--- src/rtl/spc_pkg.sv ---
// Operation
// [RL1] Control bit 7 lets the transmit-empty request out; with it clear the request stays low.
// [RL2] The transmit-empty request drops when the empty flag is read as one then written to zero, or its enable is cleared.
// [RL3] Control bit 6 gates both the receive-full and the receive-error requests.
// [RL4] Those requests drop when a receive flag is read as one then cleared, or the receive enable is cleared; here clearing bit 6 drops them, bit 4 does not.
// [RL5] With transmit enable (bit 5) set, a frame goes out once the buffer is written and the empty flag cleared; here only in asynchronous mode.
// [RL6] Software sets the frame format in the mode register before enabling transmit or receive.
// [RL7] While transmit is disabled the transmit-empty flag reads one.
// [RL8] With receive enable (bit 4) set, reception starts on a start bit, or on the serial clock in synchronous mode.
// [RL9] Clearing receive enable leaves the receive-full and error flags as they were.
// [RL10] With address wake (bit 3) on in multiprocessor format, frames with a zero address bit set no flags.
// [RL11] Such skipped frames are not copied to the receive buffer and are not checked for errors.
// [RL12] A frame with the address bit one sets the received address bit and clears address wake by hardware.
// [RL13] The normal meanings of the control bits hold only while the card mode select bit is zero; here bit 5 clear still holds the empty flag at one.
// [RL14] Control bit 2 gates the transmit-end request.
// [RL15] Clock select bits 1..0: 00 internal, 01 internal with bit clock out, 1x external clock at 16x.
package spc_pkg;
    localparam logic [7:0] SPC_OFS_CTRL = 8'h00;
    localparam logic [7:0] SPC_OFS_STAT = 8'h04;
    localparam logic [7:0] SPC_OFS_TXBUF = 8'h08;
    localparam logic [7:0] SPC_OFS_RXBUF = 8'h0c;
    localparam logic [7:0] SPC_OFS_MODE = 8'h10;
    localparam logic [7:0] SPC_OFS_CARD = 8'h14;
    localparam logic [7:0] SPC_OFS_IRQ_STAT = 8'h18;
    localparam logic [7:0] SPC_OFS_IRQ_MASK = 8'h1c;
    localparam logic [7:0] SPC_CTRL_RST = 8'h00;
    localparam logic [7:0] SPC_STAT_RST = 8'h84;
    localparam logic [7:0] SPC_MODE_RST = 8'h00;
    localparam int SPC_MODE_PAR_EN = 0;
    localparam int SPC_MODE_PAR_ODD = 1;
    localparam int SPC_MODE_MP = 2;
    localparam int SPC_MODE_SYNC = 3;
    localparam int SPC_CARD_SEL = 0;
    localparam logic [7:0] SPC_STAT_CLR_MASK = 8'hf8;
    localparam int SPC_IRQ_TXE = 0;
    localparam int SPC_IRQ_TEND = 1;
    localparam int SPC_IRQ_RX = 2;
    localparam int SPC_IRQ_ERR = 3;
    localparam logic [1:0] SPC_RESP_OKAY = 2'h0;
    localparam logic [1:0] SPC_RESP_SLVERR = 2'h2;
    localparam int SPC_CLK_HZ = 200000000;
    localparam int SPC_BIT_RATE = 115200;
    localparam int SPC_OVERSAMPLE = 16;
    localparam int SPC_TICK_DIV = SPC_CLK_HZ / (SPC_BIT_RATE * SPC_OVERSAMPLE);
    localparam logic [3:0] SPC_PH_LAST = 4'hf;
    localparam logic [3:0] SPC_PH_MID = 4'h7;
    localparam logic [3:0] SPC_SYNC_BITS = 4'h8;

    typedef struct packed {
        logic tx_empty_irq_en;
        logic rx_full_irq_en;
        logic tx_on_bit;
        logic rx_on_bit;
        logic addr_wake_en;
        logic tx_done_irq_en;
        logic clk_src_sel_hi;
        logic clk_src_sel_lo;
    } spc_ctrl_s;

    typedef struct packed {
        logic tx_buf_empty_flag;
        logic rx_buf_full_flag;
        logic overrun_err_flag;
        logic framing_err_flag;
        logic parity_err_flag;
        logic tx_end_flag;
        logic addr_bit_rx;
        logic addr_bit_tx;
    } spc_stat_s;

    typedef enum logic {TX_IDLE = 1'b0, TX_SHIFT = 1'b1} spc_tx_e;
    typedef enum logic [1:0] {
        RX_IDLE = 2'b00,
        RX_START = 2'b01,
        RX_DATA = 2'b10,
        RX_SYNC = 2'b11
    } spc_rx_e;
endpackage

--- src/rtl/spc_serial_port_control.sv ---
// Implementation choices: the AXI4-Lite register port and the placing of the registers.
`timescale 1ns/10ps
`default_nettype none
module spc_serial_port_control
    import spc_pkg::*;
#(
    parameter int TICK_DIV = SPC_TICK_DIV
) (
    // Clock and reset
    input wire logic aclk,
    input wire logic aresetn,
    // AXI4-Lite write
    input wire logic [7:0] s_axi_awaddr,
    input wire logic s_axi_awvalid,
    output logic s_axi_awready,
    input wire logic [31:0] s_axi_wdata,
    input wire logic [3:0] s_axi_wstrb,
    input wire logic s_axi_wvalid,
    output logic s_axi_wready,
    output logic [1:0] s_axi_bresp,
    output logic s_axi_bvalid,
    input wire logic s_axi_bready,
    // AXI4-Lite read
    input wire logic [7:0] s_axi_araddr,
    input wire logic s_axi_arvalid,
    output logic s_axi_arready,
    output logic [31:0] s_axi_rdata,
    output logic [1:0] s_axi_rresp,
    output logic s_axi_rvalid,
    input wire logic s_axi_rready,
    // Serial line
    input wire logic rxd,
    output logic txd,
    input wire logic sck_i,
    output logic sck_o,
    output logic sck_oe,
    // Interrupt requests
    output logic tx_empty_irq,
    output logic rx_full_irq,
    output logic rx_error_irq,
    output logic tx_done_irq,
    output logic irq
);
    spc_ctrl_s ctrl_q;
    spc_stat_s stat_q, seen_q;
    logic [7:0] mode_q, card_q, tx_buf_q, rx_buf_q;
    logic [3:0] irq_stat_q, irq_mask_q, irq_ev;
    logic aw_have_q, w_have_q;
    logic [7:0] aw_addr_q;
    logic [7:0] w_data_q;
    logic w_strb_q;
    logic wr_fire, st_wr, normal, sync_md, mp_md;
    logic rxd_s1, rxd_s2, sck_s1, sck_s2, sck_s3, sck_rise;
    logic [15:0] div_q;
    logic tick_int, tick16;
    logic [3:0] sck_cnt_q;
    spc_tx_e tx_st_q;
    logic [10:0] tx_frame_q;
    logic [3:0] tx_bits_q, tx_ph_q;
    logic tx_start, tx_end, tx_xb_en, tx_xb;
    spc_rx_e rx_st_q;
    logic [10:0] rx_sh_q, rx_w;
    logic [3:0] rx_ph_q, rx_cnt_q, rx_nbits;
    logic rx_fin, rx_xb, rx_skip, rx_acc, rx_stop_ok, rx_perr;
    logic [7:0] rx_data, clr;

    function automatic logic hit(input logic [7:0] a, input logic [7:0] ofs);
        return a[7:2] == ofs[7:2];
    endfunction

    assign normal = !card_q[SPC_CARD_SEL]; // see [RL13]
    assign sync_md = mode_q[SPC_MODE_SYNC];
    assign mp_md = mode_q[SPC_MODE_MP] && !sync_md;

    // Pin synchronisers; third stage only feeds the edge detector
    always_ff @(posedge aclk) begin
        if (!aresetn) begin
            {rxd_s1, rxd_s2} <= 2'b11;
            {sck_s1, sck_s2, sck_s3} <= 3'b000;
        end else begin
            rxd_s1 <= rxd;
            rxd_s2 <= rxd_s1;
            sck_s1 <= sck_i;
            sck_s2 <= sck_s1;
            sck_s3 <= sck_s2;
        end
    end
    assign sck_rise = sck_s2 && !sck_s3;

    // Oversample tick: internal divider or external 16x clock
    always_ff @(posedge aclk) begin
        if (!aresetn || tick_int) begin
            div_q <= 16'h0000;
        end else begin
            div_q <= div_q + 16'h0001;
        end
    end
    assign tick_int = div_q == 16'(TICK_DIV - 1);
    assign tick16 = ctrl_q.clk_src_sel_hi ? sck_rise : tick_int; // see [RL15]

    always_ff @(posedge aclk) begin
        if (!aresetn) begin
            sck_cnt_q <= 4'h0;
        end else if (tick16) begin
            sck_cnt_q <= sck_cnt_q + 4'h1;
        end
    end
    assign sck_o = sck_cnt_q[3];
    // Bit-rate clock is driven only in asynchronous mode with select 01
    assign sck_oe = normal && !sync_md && ({ctrl_q.clk_src_sel_hi, ctrl_q.clk_src_sel_lo} == 2'b01); // see [RL15]

    // AXI4-Lite write channel: address and data taken in either order
    assign s_axi_awready = !aw_have_q && !s_axi_bvalid;
    assign s_axi_wready = !w_have_q && !s_axi_bvalid;
    assign wr_fire = aw_have_q && w_have_q && !s_axi_bvalid;
    assign st_wr = wr_fire && w_strb_q && hit(aw_addr_q, SPC_OFS_STAT);

    always_ff @(posedge aclk) begin
        if (!aresetn) begin
            aw_have_q <= 1'b0;
            w_have_q <= 1'b0;
            aw_addr_q <= 8'h00;
            w_data_q <= 8'h00;
            w_strb_q <= 1'b0;
            s_axi_bvalid <= 1'b0;
            s_axi_bresp <= SPC_RESP_OKAY;
        end else begin
            if (s_axi_awvalid && s_axi_awready) begin
                aw_have_q <= 1'b1;
                aw_addr_q <= s_axi_awaddr;
            end
            if (s_axi_wvalid && s_axi_wready) begin
                w_have_q <= 1'b1;
                w_data_q <= s_axi_wdata[7:0];
                w_strb_q <= s_axi_wstrb[0];
            end
            if (wr_fire) begin
                aw_have_q <= 1'b0;
                w_have_q <= 1'b0;
                s_axi_bvalid <= 1'b1;
                s_axi_bresp <= (aw_addr_q > SPC_OFS_IRQ_MASK + 8'h03) ? SPC_RESP_SLVERR
                    : SPC_RESP_OKAY;
            end else if (s_axi_bready) begin
                s_axi_bvalid <= 1'b0;
            end
        end
    end

    // AXI4-Lite read channel, one cycle after the address
    assign s_axi_arready = !s_axi_rvalid;
    always_ff @(posedge aclk) begin
        if (!aresetn) begin
            s_axi_rvalid <= 1'b0;
            s_axi_rdata <= 32'h00000000;
            s_axi_rresp <= SPC_RESP_OKAY;
            seen_q <= '0;
        end else if (s_axi_arvalid && s_axi_arready) begin
            s_axi_rvalid <= 1'b1;
            s_axi_rresp <= SPC_RESP_OKAY;
            s_axi_rdata <= 32'h00000000;
            unique case (s_axi_araddr[7:2])
                SPC_OFS_CTRL[7:2]: s_axi_rdata[7:0] <= ctrl_q;
                SPC_OFS_STAT[7:2]: begin
                    s_axi_rdata[7:0] <= stat_q;
                    // Arms the clear of each flag in bits 7..3 seen as one
                    seen_q <= stat_q; // see [RL2] [RL4]
                end
                SPC_OFS_TXBUF[7:2]: s_axi_rdata[7:0] <= tx_buf_q;
                SPC_OFS_RXBUF[7:2]: s_axi_rdata[7:0] <= rx_buf_q;
                SPC_OFS_MODE[7:2]: s_axi_rdata[7:0] <= mode_q;
                SPC_OFS_CARD[7:2]: s_axi_rdata[7:0] <= card_q;
                SPC_OFS_IRQ_STAT[7:2]: s_axi_rdata[3:0] <= irq_stat_q;
                SPC_OFS_IRQ_MASK[7:2]: s_axi_rdata[3:0] <= irq_mask_q;
                default: s_axi_rresp <= SPC_RESP_SLVERR;
            endcase
        end else if (s_axi_rready) begin
            s_axi_rvalid <= 1'b0;
        end
    end

    // Plain software registers
    always_ff @(posedge aclk) begin
        if (!aresetn) begin
            mode_q <= SPC_MODE_RST;
            card_q <= 8'h00;
            tx_buf_q <= 8'h00;
            irq_mask_q <= 4'h0;
        end else if (wr_fire && w_strb_q) begin
            if (hit(aw_addr_q, SPC_OFS_MODE)) mode_q <= w_data_q;
            if (hit(aw_addr_q, SPC_OFS_CARD)) card_q <= w_data_q;
            if (hit(aw_addr_q, SPC_OFS_TXBUF)) tx_buf_q <= w_data_q;
            if (hit(aw_addr_q, SPC_OFS_IRQ_MASK)) irq_mask_q <= w_data_q[3:0];
        end
    end

    // Control register; an address frame clears address wake over software
    always_ff @(posedge aclk) begin
        if (!aresetn) begin
            ctrl_q <= SPC_CTRL_RST;
        end else begin
            if (wr_fire && w_strb_q && hit(aw_addr_q, SPC_OFS_CTRL)) ctrl_q <= w_data_q;
            if (rx_fin && mp_md && rx_xb) ctrl_q.addr_wake_en <= 1'b0; // see [RL12]
        end
    end

    // Transmitter
    assign tx_xb_en = mode_q[SPC_MODE_MP] || mode_q[SPC_MODE_PAR_EN];
    assign tx_xb = mode_q[SPC_MODE_MP] ? stat_q.addr_bit_tx
        : (^tx_buf_q) ^ mode_q[SPC_MODE_PAR_ODD];
    assign tx_end = tx_st_q == TX_SHIFT && tick16 && tx_ph_q == SPC_PH_LAST && tx_bits_q == 4'h1;
    assign tx_start = normal && ctrl_q.tx_on_bit && !stat_q.tx_buf_empty_flag && !sync_md
        && (tx_st_q == TX_IDLE || tx_end); // see [RL5]

    always_ff @(posedge aclk) begin
        if (!aresetn) begin
            tx_st_q <= TX_IDLE;
            tx_frame_q <= 11'h7ff;
            tx_bits_q <= 4'h0;
            tx_ph_q <= 4'h0;
        end else if (tx_start) begin
            tx_st_q <= TX_SHIFT;
            tx_frame_q <= tx_xb_en ? {1'b1, tx_xb, tx_buf_q, 1'b0} : {2'b11, tx_buf_q, 1'b0};
            tx_bits_q <= tx_xb_en ? 4'hb : 4'ha;
            tx_ph_q <= 4'h0;
        end else if (tx_end || !ctrl_q.tx_on_bit) begin
            tx_st_q <= TX_IDLE;
            tx_frame_q <= 11'h7ff;
        end else if (tx_st_q == TX_SHIFT && tick16) begin
            tx_ph_q <= tx_ph_q + 4'h1;
            if (tx_ph_q == SPC_PH_LAST) begin
                tx_frame_q <= {1'b1, tx_frame_q[10:1]};
                tx_bits_q <= tx_bits_q - 4'h1;
            end
        end
    end
    assign txd = tx_frame_q[0];

    // Receiver
    assign rx_nbits = mp_md || mode_q[SPC_MODE_PAR_EN] ? 4'ha : 4'h9;
    assign rx_w = {rxd_s2, rx_sh_q[10:1]};
    assign rx_fin = ctrl_q.rx_on_bit && normal && ((rx_st_q == RX_DATA && tick16
        && rx_ph_q == SPC_PH_LAST && rx_cnt_q == rx_nbits - 4'h1)
        || (rx_st_q == RX_SYNC && sck_rise && rx_cnt_q == SPC_SYNC_BITS - 4'h1));
    assign rx_data = sync_md ? rx_w[10:3] : (rx_nbits == 4'ha ? rx_w[8:1] : rx_w[9:2]);
    assign rx_xb = rx_w[9];
    assign rx_stop_ok = sync_md || rx_w[10];
    assign rx_perr = !sync_md && !mp_md && mode_q[SPC_MODE_PAR_EN]
        && ((^rx_data) ^ mode_q[SPC_MODE_PAR_ODD]) != rx_xb;
    assign rx_skip = mp_md && ctrl_q.addr_wake_en && !rx_xb; // see [RL10]
    assign rx_acc = rx_fin && !rx_skip; // see [RL11]

    always_ff @(posedge aclk) begin
        if (!aresetn || !ctrl_q.rx_on_bit || !normal || rx_fin) begin
            rx_st_q <= RX_IDLE;
            rx_ph_q <= 4'h0;
            rx_cnt_q <= 4'h0;
        end else begin
            unique case (rx_st_q)
                RX_IDLE: begin
                    rx_ph_q <= 4'h0;
                    rx_cnt_q <= 4'h0;
                    if (sync_md) rx_st_q <= RX_SYNC; // see [RL8]
                    else if (!rxd_s2) rx_st_q <= RX_START; // see [RL8]
                end
                RX_START: if (tick16) begin
                    rx_ph_q <= rx_ph_q + 4'h1;
                    // Glitch shorter than half a bit is not a start
                    if (rx_ph_q == SPC_PH_MID) begin
                        rx_st_q <= rxd_s2 ? RX_IDLE : RX_DATA;
                        rx_ph_q <= 4'h0;
                    end
                end
                RX_DATA: if (tick16) begin
                    rx_ph_q <= rx_ph_q + 4'h1;
                    if (rx_ph_q == SPC_PH_LAST) rx_cnt_q <= rx_cnt_q + 4'h1;
                end
                RX_SYNC: if (sck_rise) rx_cnt_q <= rx_cnt_q + 4'h1;
            endcase
        end
    end

    always_ff @(posedge aclk) begin
        if (!aresetn) begin
            rx_sh_q <= 11'h000;
        end else if ((rx_st_q == RX_DATA && tick16 && rx_ph_q == SPC_PH_LAST)
                || (rx_st_q == RX_SYNC && sck_rise)) begin
            rx_sh_q <= rx_w;
        end
    end

    always_ff @(posedge aclk) begin
        if (!aresetn) begin
            rx_buf_q <= 8'h00;
        end else if (rx_acc && !stat_q.rx_buf_full_flag) begin
            rx_buf_q <= rx_data; // see [RL11]
        end
    end

    // Status flags: hardware set wins over a software clear
    assign clr = st_wr ? (seen_q & ~w_data_q & SPC_STAT_CLR_MASK) : 8'h00;
    always_ff @(posedge aclk) begin
        if (!aresetn) begin
            stat_q <= SPC_STAT_RST;
        end else begin
            if (clr[7]) stat_q.tx_buf_empty_flag <= 1'b0; // see [RL2]
            if (clr[7]) stat_q.tx_end_flag <= 1'b0;
            if (clr[6]) stat_q.rx_buf_full_flag <= 1'b0; // see [RL4]
            if (clr[5]) stat_q.overrun_err_flag <= 1'b0;
            if (clr[4]) stat_q.framing_err_flag <= 1'b0;
            if (clr[3]) stat_q.parity_err_flag <= 1'b0;
            if (st_wr) stat_q.addr_bit_tx <= w_data_q[0];
            if (tx_start) stat_q.tx_buf_empty_flag <= 1'b1;
            if (tx_start) stat_q.tx_end_flag <= 1'b0;
            else if (tx_end) stat_q.tx_end_flag <= 1'b1;
            if (!ctrl_q.tx_on_bit) stat_q.tx_buf_empty_flag <= 1'b1; // see [RL7]
            // Flags untouched while reception is off
            if (rx_acc) begin // see [RL9] [RL10]
                if (stat_q.rx_buf_full_flag) begin
                    stat_q.overrun_err_flag <= 1'b1;
                end else begin
                    stat_q.rx_buf_full_flag <= 1'b1;
                    if (!rx_stop_ok) stat_q.framing_err_flag <= 1'b1;
                    if (rx_perr) stat_q.parity_err_flag <= 1'b1;
                end
                if (mp_md) stat_q.addr_bit_rx <= rx_xb; // see [RL12]
            end
        end
    end

    // Request lines
    assign tx_empty_irq = normal && ctrl_q.tx_empty_irq_en && stat_q.tx_buf_empty_flag; // see [RL1]
    assign rx_full_irq = normal && ctrl_q.rx_full_irq_en && stat_q.rx_buf_full_flag; // see [RL3]
    assign rx_error_irq = normal && ctrl_q.rx_full_irq_en && (stat_q.overrun_err_flag
        || stat_q.framing_err_flag || stat_q.parity_err_flag); // see [RL3]
    assign tx_done_irq = normal && ctrl_q.tx_done_irq_en && stat_q.tx_end_flag; // see [RL14]

    // Sticky event register, write one to clear
    assign irq_ev = {rx_acc && (stat_q.rx_buf_full_flag || !rx_stop_ok || rx_perr),
        rx_acc, tx_end, tx_start};
    always_ff @(posedge aclk) begin
        if (!aresetn) begin
            irq_stat_q <= 4'h0;
        end else if (wr_fire && w_strb_q && hit(aw_addr_q, SPC_OFS_IRQ_STAT)) begin
            irq_stat_q <= (irq_stat_q & ~w_data_q[3:0]) | irq_ev;
        end else begin
            irq_stat_q <= irq_stat_q | irq_ev;
        end
    end
    assign irq = |(irq_stat_q & irq_mask_q);
endmodule // spc_serial_port_control
`default_nettype wire

--- config.mk ---
export PLATFORM = sky130hd
export DESIGN_NAME = spc_serial_port_control
export DESIGN_NICKNAME = d
export VERILOG_FILES = /design/src/rtl/spc_pkg.sv /design/src/rtl/spc_serial_port_control.sv
export SDC_FILE = /design/constraint.sdc
export NUM_CORES = 1
export LEC_CHECK = 0
export ABC_AREA = 1
export BUFFER_PORTS_ARGS = -buffer_cell sky130_fd_sc_hd__buf_2
export CAP_MARGIN = 20
export CORE_UTILIZATION = 55
export CTS_BUF_LIST = sky130_fd_sc_hd__clkbuf_16
export CTS_CLUSTER_DIAMETER = 150
export DETAILED_ROUTE_END_ITERATION = 8
export GPL_TIMING_DRIVEN = 0
export PLACE_DENSITY = 0.77
export SYNTH_ARGS = -nofsm -noshare
export SYNTH_HDL_FRONTEND = slang
export SYNTH_SLANG_ARGS = --single-unit
--- constraint.sdc ---
create_clock -name aclk -period 3.17 [get_ports aclk]
set_input_delay 0.4755 -clock aclk [delete_from_list [all_inputs] [get_ports aclk]]
set_output_delay 0.4755 -clock aclk [all_outputs]
set_load 0.01 [all_outputs]
==> results of run 1 <==
[final timing paths]
check / from / end / cells after the start / slack, ns
worst max-delay path: w_have_q / ctrl_q[7] / 9 / 0.83
worst max register to register: w_have_q / ctrl_q[7] / 9 / 0.83
worst min register to register: rxd_s1 / rxd_s2 / 1 / 0.42
worst min-delay path: rxd / rxd_s1 / 2 / 0.24
[layout make-up]
class | instances | share of cell area
Buffer | 55 | 0.0416
Inverter | 134 | 0.0593
Multi-Input combinational cell | 681 | 0.418
Timing Repair Buffer | 52 | 0.0307
Sequential cell | 153 | 0.361
Clock buffer | 17 | 0.0502
Clock inverter | 13 | 0.0136
Tap cell | 172 | 0.0254
[cells by family after synthesis]
logic type | count (synthesis) | share of synthesized area
simple gates | 374 | 0.234
compound gates | 258 | 0.201
buf+inv | 189 | 0.116
flops | 153 | 0.415
xor+xnor | 12 | 0.0143
fa+ha+maj | 11 | 0.0187
other cells | 1 | 0.000509
[flip-flops by register name, indices dropped and copies added, names as in the netlist, 2 cells and up]
signal / count
div_q: 16
tx_frame_q: 10
rx_sh_q: 9
card_q: 8
ctrl_q: 8
mode_q: 8
rx_buf_q: 8
s_axi_rdata: 8
stat_q: 8
tx_buf_q: 8
w_data_q: 8
aw_addr_q: 6
seen_q: 5
irq_mask_q: 4
irq_stat_q: 4
rx_cnt_q: 4
rx_ph_q: 4
sck_cnt_q: 4
tx_bits_q: 4
tx_ph_q: 4
rx_st_q: 2
[per-layer routing]
metal	part of all wire	vias up	global-route usage
li1	-	3467	-
met1	0.44	3126	0.382
met2	0.44	326	0.432
met3	0.085	58	0.0707
met4	0.034	0	0.125
met5	0	-	0
[stage by stage]
stage / cell area (sq um) / power [mW] / worst slack [ns]
2_1_floorplan: 7470 / 2.19 / 1.32
3_5_place_dp: 7940 / 2.28 / 0.899
5_1_grt: 8480 / 4.27 / 0.644
3_3_place_gp: 7940 / 2.27 / 0.916
4_1_cts: 8480 / 4.14 / 0.879
6_report: 8480 / 4.14 / 0.834
[cell usage in the layout (no fill, tap or decap), drive strengths merged, types with 2 or more instances in the layout]
master | synthesis | layout
or2 | 2 | 2
and3 | 3 | 3
o31ai | 5 | 5
nor3b | 7 | 7
clkinv | 3 | 11
bufinv | 0 | 2
a31oi | 5 | 5
nand3 | 40 | 40
xnor2 | 6 | 6
o211ai | 5 | 5
nor3 | 23 | 23
buf | 38 | 90
nand2 | 192 | 192
o21ai | 86 | 86
a21oi | 105 | 105
a22oi | 3 | 3
inv | 131 | 133
a221oi | 6 | 6
ha | 11 | 11
conb | 1 | 26
dfxtp | 153 | 153
a211oi | 28 | 28
xor2 | 6 | 6
o22ai | 2 | 2
clkbuf | 17 | 34
nand4 | 12 | 12
o2111ai | 6 | 6
nor2 | 93 | 93
o21a | 2 | 2
[Yosys cell counts, types with 3 or more instances]
| library cell | instances | area, sq um |
|---|---|---|
| a211oi_1 | 28 | 210 |
| a21oi_1 | 103 | 515 |
| a221oi_1 | 6 | 52.6 |
| a22oi_1 | 3 | 22.5 |
| a31oi_1 | 5 | 31.3 |
| and3_1 | 3 | 18.8 |
| buf_2 | 6 | 30.0 |
| buf_4 | 27 | 203 |
| buf_6 | 5 | 56.3 |
| clkbuf_1 | 17 | 63.8 |
| clkinv_1 | 3 | 11.3 |
| dfxtp_1 | 153 | 3060 |
| ha_1 | 11 | 138 |
| inv_1 | 120 | 450 |
| inv_2 | 11 | 41.3 |
| nand2_1 | 182 | 683 |
| nand2_2 | 8 | 50.1 |
| nand3_1 | 37 | 185 |
| nand4_1 | 10 | 62.6 |
| nor2_1 | 83 | 312 |
| nor2_2 | 8 | 50.1 |
| nor3_1 | 16 | 80.1 |
| nor3_2 | 5 | 50.1 |
| nor3b_1 | 6 | 45.0 |
| o2111ai_1 | 6 | 52.6 |
| o211ai_1 | 5 | 37.5 |
| o21ai_0 | 78 | 390 |
| o21ai_1 | 7 | 35.0 |
| o31ai_1 | 5 | 37.5 |
| xnor2_1 | 6 | 52.6 |
| xor2_1 | 6 | 52.6 |
[critical path: cells and delay by family, from the launching register on]
family	cells	cell delay, ns
compound gates	2	0.35
buf+inv	4	0.71
flops	1	0.34
simple gates	3	0.83
[report_power, final]
part / switching [mW] / internal [mW] / leakage (nW)
Combinational: 0.171 / 0.0845 / 2.09
Sequential: 0.0251 / 1.96 / 1.24
Clock: 0.769 / 1.13 / 0.273
Total: 0.965 / 3.17 / 3.60
==> flow_summary_export.csv, run 1 <==
group,metric,value,unit
die,die_x,118,microns
setup_path,critPathMaxFanout,10,
detailed_routing,routedWlPerCell,15.0,microns
grt,grt_pass1_vias,6206,
sta,skew,0.00644,ns
clocking,htree_levels,4,
clocking,clk_latency,0.43,ns
setup_path,criticalPathCategory,"reg2reg",
detailed_routing,dr.pass1.iters,5,
worst_hold_path,hp-class,"in2reg",
layout,fillers,1171,
power,powerDensity,488,mW/mm^2
clocking,path_clk_slew,0.06,ns
clocking,hold_buffers,0,
detailed_routing,via_per_inst,5.46,
sta,min_period,2.34,ns
synth,syn-instance-count,998,
sta,final_hold_viol_count,0,
detailed_routing,num_vias,6977,
synth,yosysWarnings,0,
layout,multiInputGateArea,0.00355,sq mm
synth,synth-main-ff-cell,"dfxtp_1",
grt,gr-total-overflow,0,
grt,grt_max_degree,17,
clocking,cts_setup_buffers,0,
clocking,cts_tree,"yes",
synth,synth_seq_cells,153,
synth,synth_edf_count,0,
layout,seq_area,0.00306,sq mm
sta,timing.fmax,0.428,GHz
synth,synthArstFlopShare,0,
clocking,cts_root_buf,"clkbuf_16",
synth,syn_area,0.00737,sq mm
setup_path,cpPeakStageDelay,0.47,ns
setup_path,critPathMostFrequentCell,"inv_1",
clocking,cts_buffers,17,
place,portBuffers,52,
detailed_routing,drtIter0Drc,620,
grt,grt_first_pass_wirelength,31000,microns
setup_path,end_kind,"flop",
setup_path,cp_slowest_cell,"nor2_1",
layout,nets,1166,
sta,whs,0.236,ns
place,dp_hpwl,14100,microns
sta,slew_headroom,0.507,
run_status,status,"completed",
detailed_routing,drc,0,
place,dpl.cell_count,1247,
setup_path,start_kind,"flop",
die,dieArea,0.0139,sq mm
die,fp-row-count,41,
sta,drv_slew,0,
grt,grt_usage,0.284,
setup_path,crit_required,3.49,ns
layout,post_route_cells_drive_above_1_share,0.148,
clocking,cts_resized,0,
synth,synth.avg_cell_area,7.39,sq um
layout,final_cells,1277,
layout,area_growth,15.1,%
setup_path,critPathArrivalTime,2.66,ns
layout,num_antenna_cells,0,
synth,seq_area_frac_synth,0.415,
die,floorplan.initialDensity,0.575,
power,irDropWorstVdd,381,uV
layout,utilization,0.661,
die,core_area,0.0128,sq mm
sta,setup_tns,0,ns
place,gp_congestion,0.953,
sta,period_share,0.737,
synth,ys_types,52,
die,io-pin-count,110,
die,die_h,118,microns
run,cap_violations,0,
detailed_routing,ant_nets,0,
grt,antenna_found_initial,0,
sta,grt_setup_unrepaired,"no",
power,p_leak,3.60,nW
sta,tightest_slew,0.739,ns
sta,setup_viol_count_final,0,
clocking,clock-sinks,153,
detailed_routing,finalWirelength,19200,microns
clocking,clock_path_buffers,2,
setup_path,worstPathCellList,"inv_1 > nor3_2 > inv_2 > nor2_2 > inv_1 > nor2_1 > clkinv_1 > o21ai_0 > a21oi_1",
Power figures use the tool's default switching activity.
==> run 2, diff against run 1 <==
--- a/config.mk
+++ b/config.mk
@@ -8,7 +8,7 @@
 export ABC_AREA = 1
 export BUFFER_PORTS_ARGS = -buffer_cell sky130_fd_sc_hd__buf_2
 export CAP_MARGIN = 20
-export CORE_UTILIZATION = 55
+export CORE_UTILIZATION = 52
 export CTS_BUF_LIST = sky130_fd_sc_hd__clkbuf_16
 export CTS_CLUSTER_DIAMETER = 150
 export DETAILED_ROUTE_END_ITERATION = 8
==> constraint.sdc (replaced) <==
create_clock -name aclk -period 1.95 [get_ports aclk]
set_input_delay 0.2925 -clock aclk [delete_from_list [all_inputs] [get_ports aclk]]
set_output_delay 0.2925 -clock aclk [all_outputs]
set_load 0.01 [all_outputs]
==> run 2 against run 1 <==
The run now ends with setup timing left. Worst hold slack lost 0.19 ns. Via count grew 4.7%. Combinational power is 76% higher. Final area grew 10%. Sequential share of layout area is 3.2 points lower. Clock-buffer cell count unchanged. Clock skew is 0.0011 ns higher. Final cell count increased by 4.5%. Non-clock buffer count increased by 47. Total power is 64% higher. Largest cell class unchanged.
==> flow_summary_export.csv, run 2 (synthesized netlist as in run 1, its figures left out) <==
group,metric,value,unit
run_status,status,"finished with violations",
run_status,violations,"setup timing",
die,core_area,0.0139,sq mm
layout,post_route_cells_drive_above_1_share,0.258,
run,cap_violations,0,
power,irDropWorstVdd,606,uV
sta,skew,0.00752,ns
setup_path,crit_required,2.30,ns
place,portBuffers,52,
clocking,clk_latency,0.43,ns
layout,final_cell_mix,"nand2_1, dfxtp_1, inv_1",
detailed_routing,num_vias,7307,
layout,regMostFlops,"div_q",
sta,setup_viol_count_final,19,
layout,largest_reg_flops,16,
sta,grt_setup_unrepaired,"yes",
sta,slew_headroom,0.443,
die,io-pin-count,110,
grt,antenna_found_initial,0,
clocking,path_clk_slew,0.06,ns
power,power_switching_share,0.239,
layout,layout_commonest_cell,"nand2_1",
power,powerDensity,725,mW/mm^2
detailed_routing,finalWirelength,21300,microns
power,seq_power_share,0.477,
die,die_x,121,microns
sta,drv_slew,0,
layout,area_growth,26.9,%
layout,nets,1214,
grt,grt_first_pass_wirelength,33300,microns
layout,reg_top3,"div_q: 16 flops, tx_frame_q: 10 flops, rx_sh_q: 9 flops",
sta,min_period,2.01,ns
die,die_h,121,microns
die,fp-row-count,43,
detailed_routing,drtIter0Drc,871,
setup_path,critPathArrivalTime,2.36,ns
sta,tightest_slew,0.836,ns
setup_path,critPathMaxFanout,8,
setup_path,start_kind,"flop",
die,dieArea,0.0147,sq mm
power,p_switching,1.62,mW
clocking,clock-sinks,153,
sta,timing.fmax,0.497,GHz
detailed_routing,drc,0,
die,floorplan.initialDensity,0.531,
layout,utilization,0.674,
clocking,cts_root_buf,"clkbuf_16",
detailed_routing,via_per_inst,5.47,
power,combPwrFrac,0.066,
power,p_leak,3.99,nW
grt,grt_pass1_vias,6728,
layout,stdcell_area,0.00936,sq mm
sta,whs,0.0496,ns
place,dp_hpwl,14200,microns
clocking,cts_tree,"yes",
grt,grt_usage,0.295,
sta,period_share,1.03,
detailed_routing,ant_nets,0,
place,placed_cell_area,0.00795,sq mm
power,clock_power_share,0.457,
power,intPower,5.16,mW
detailed_routing,routedWlPerCell,15.9,microns
grt,grt_max_degree,17,
setup_path,end_kind,"flop",
layout,num_antenna_cells,0,
clocking,clock_path_buffers,2,
place,post-place-ws,-0.319,ns
clocking,hold_buffers,0,
place,gp_congestion,0.948,
clocking,cts_buffers,17,
setup_path,criticalPathCategory,"reg2reg",
worst_hold_path,hp-class,"in2reg",
clocking,htree_levels,4,
sta,final_hold_viol_count,0,
detailed_routing,dr.pass1.iters,5,
grt,gr-total-overflow,0,
sta,worst_slack,-0.0627,ns
[run 2: changes by cell type in the layout (fill, tap and decap cells not counted), moves of 9 or more]
cell and delta:
dfxtp_2 +10, nand2_1 -19, o21ai_0 -12, buf_4 +37, dfxtp_1 -11, o21ai_2 +10
buf_6 +10, inv_1 -9, nand2_2 +11, nand3_1 -10
[run 2: worst paths after layout]
| kind | startpoint | end | slack [ns] | cells after the start |
|---|---|---|---|---|
| worst max-delay path | div_q[0] | stat_q[3] | -0.06 | 13 |
| worst min-delay path | rxd | rxd_s1 | 0.05 | 2 |
| worst max register to register | div_q[0] | stat_q[3] | -0.06 | 13 |
| worst min register to register | rxd_s1 | rxd_s2 | 0.41 | 1 |
[run 2: repair_timing]
item	4_1_cts	5_1_grt
resized for setup	68	86
pin swaps	34	31
setup buffers	32	16
cloned	3	0
setup endpoints to repair	51	77
hold endpoints to repair	0	0
[run 2: worst max-delay path, stage by stage, from the launching register on]
cell and delay, ns:
dfxtp_2 0.36, ha_4 0.17, nand3_4 0.07, nor2_4 0.14, nand3_2 0.10, nand2_4 0.11, buf_6 0.13, nand4_4 0.08
nand2_2 0.11, nand3_4 0.10, nor2_4 0.16, buf_6 0.15, nand4_1 0.10, a21oi_1 0.15
[run 2: area by class of cell]
type                    count  area (sq um)
fillers                  1171          4520
multi-input cells         682          3960
flip-flops and latches    153          3080
repair buffers             99           657
inverters                 134           517
clock buffers              17           425
plain buffers              55           377
well taps                 180           225
clock inverters            15           119
[run 2: power groups by stage]
stage               combinational (mW)  sequential, mW  clock (mW)
floorplan                        0.269            3.29           0
global placement                 0.405            3.29           0
detailed placement               0.410            3.29           0
CTS                              0.420            3.23        3.12
global route                     0.497            3.24        3.26
finish                           0.448            3.23        3.10
[run 2: through the flow]
step / instances / TNS (ns) / power [mW]
after floorplan: 1023 / 0 / 3.56
after global placement: 1255 / -5.73 / 3.70
after detailed placement: 1255 / -7.09 / 3.70
after CTS: 1322 / -0.215 / 6.77
after global routing: 1335 / -5.14 / 7.00
final: 1335 / -0.620 / 6.78
[run 2: metal layers]
layer / GRT usage / up-vias / wire length [microns]
li1: - / 3566 / -
met1: 0.379 / 3362 / 9040
met2: 0.461 / 334 / 9760
met3: 0.0841 / 45 / 1970
met4: 0.122 / 0 / 506
met5: 0 / - / 0
==> run 3, diff against run 2 <==
--- a/config.mk
+++ b/config.mk
@@ -7,10 +7,11 @@
 export LEC_CHECK = 0
 export ABC_AREA = 1
 export BUFFER_PORTS_ARGS = -buffer_cell sky130_fd_sc_hd__buf_2
-export CAP_MARGIN = 20
+export CORE_MARGIN = 5
 export CORE_UTILIZATION = 52
 export CTS_BUF_LIST = sky130_fd_sc_hd__clkbuf_16
 export CTS_CLUSTER_DIAMETER = 150
+export CTS_CLUSTER_SIZE = 30
 export DETAILED_ROUTE_END_ITERATION = 8
 export GPL_TIMING_DRIVEN = 0
 export PLACE_DENSITY = 0.77
==> run 3 against run 2 <==
The run still ends with setup timing left. First-iteration DRC count shrank 16%. Core utilization increased by 0.15 points. Setup slack worse by 0.0082 ns. Largest power group unchanged. Clock power about the same. Combinational power hardly changed. Worst hold slack got worse by 0.0026 ns. Via count up 0.23%. Sequential power about the same. Highest routed layer unchanged.
==> flow_summary_export.csv, run 3 (synthesized netlist as in run 1, its figures left out) <==
group,metric,value,unit
layout,num_antenna_cells,0,
setup_path,critPathMaxFanout,5,
detailed_routing,finalWirelength,21400,microns
clocking,path_clk_slew,0.06,ns
die,dieArea,0.0167,sq mm
detailed_routing,ant_nets,0,
sta,final_hold_viol_count,0,
run_status,violations,"setup timing",
clocking,htree_levels,4,
detailed_routing,drc,0,
power,irDropWorstVdd,597,uV
sta,min_period,2.02,ns
grt,grt_pass1_vias,6499,
layout,post_route_cells_drive_above_1_share,0.272,
power,p_leak,3.96,nW
clocking,clock_path_buffers,2,
layout,layout_commonest_cell,"nand2_1",
sta,setup_tns,-0.559,ns
layout,regMostFlops,"div_q",
setup_path,end_kind,"flop",
grt,grt_max_degree,17,
die,die_x,129,microns
sta,tightest_slew,0.794,ns
layout,final_cell_mix,"nand2_1, dfxtp_1, inv_1",
power,p_total,6.77,mW
grt,antenna_found_initial,0,
die,core_area,0.0139,sq mm
sta,setup_viol_count_final,13,
layout,utilization,0.676,
place,dp_hpwl,14500,microns
detailed_routing,via_per_inst,5.54,
sta,worst_slack,-0.0709,ns
sta,slew_headroom,0.470,
worst_hold_path,hp-class,"in2reg",
clocking,hold_buffers,0,
die,io-pin-count,110,
place,post-place-ws,-0.470,ns
die,fp-row-count,43,
sta,skew,0.00714,ns
run_status,status,"finished with violations",
sta,drv_slew,0,
setup_path,criticalPathCategory,"reg2reg",
detailed_routing,drtIter0Drc,728,
clocking,cts_root_buf,"clkbuf_16",
die,floorplan.initialDensity,0.531,
place,gp_congestion,0.958,
sta,whs,0.0469,ns
sta,timing.fmax,0.495,GHz
clocking,cts_buffers,17,
layout,reg_top3,"div_q: 16 flops, tx_frame_q: 10 flops, rx_sh_q: 9 flops",
detailed_routing,dr.pass1.iters,9,
run,cap_violations,0,
setup_path,critPathArrivalTime,2.34,ns
clocking,clock-sinks,153,
sta,grt_setup_unrepaired,"yes",
setup_path,start_kind,"flop",
sta,period_share,1.04,
detailed_routing,num_vias,7324,
grt,grt_first_pass_wirelength,32600,microns
die,die_h,129,microns
clocking,clk_latency,0.43,ns
place,portBuffers,52,
grt,gr-total-overflow,0,
layout,area_growth,27.2,%
layout,nets,1204,
power,powerDensity,722,mW/mm^2
layout,largest_reg_flops,16,
setup_path,crit_required,2.27,ns
grt,grt_usage,0.249,
clocking,cts_tree,"yes",
detailed_routing,routedWlPerCell,16.2,microns
run 3: layout make-up:
cell class / count / area (sq um)
Buffer: 55 / 380
Clock inverter: 12 / 115
Sequential cell: 153 / 3080
Multi-Input combinational cell: 682 / 4070
Inverter: 134 / 520
Timing Repair Buffer: 89 / 571
Clock buffer: 17 / 425
Tap cell: 180 / 225
Fill cell: 1163 / 4500
run 3: critical path, cell delays in order (launching register included):
cell and delay, ns:
dfxtp_2 0.35, ha_4 0.16, nand3_4 0.07, nor2_4 0.13, nand3_2 0.10, nand2_4 0.11
nand2_4 0.06, nor2_4 0.13, nand4_4 0.14, nand2_4 0.14, nand2_8 0.08, nand2_4 0.09
nor2_4 0.05, buf_6 0.13, a21oi_2 0.11, nand2_1 0.06
run 3: final timing paths:
kind	startpoint	to	slack, ns	cells after the start
hold / removal	rxd	rxd_s1	0.05	2
hold reg to reg	rxd_s1	rxd_s2	0.41	1
setup reg to reg	div_q[0]	tx_frame_q[2]	-0.07	15
setup / recovery	div_q[0]	tx_frame_q[2]	-0.07	15
run 3: repair_timing:
| item | in CTS | in global routing |
|---|---|---|
| resized for setup | 38 | 147 |
| pin swaps | 17 | 39 |
| buffers inserted | 22 | 14 |
| setup endpoints to repair | 52 | 79 |
| cloned | 3 | 0 |
run 3: power by group:
part	switching [mW]	internal [mW]	total, mW
clock	1.26	1.83	3.09
sequential	0.0460	3.19	3.23
combinational	0.303	0.147	0.450
total	1.61	5.17	6.77
run 3: layer usage:
layer,wire length (microns),part of all wire,vias up,GRT usage
li1,-,-,3548,-
met1,9040,0.42,3360,0.338
met2,9650,0.45,360,0.372
met3,2010,0.094,56,0.0627
met4,677,0.032,0,0.116
met5,0,0,-,0
run 3: metrics by stage:
step                cells  area (sq um)
floorplan            1023          7470
CTS                  1309          8800
global route         1322          9380
finish               1322          9380
detailed placement   1255          7950
global placement     1255          7950
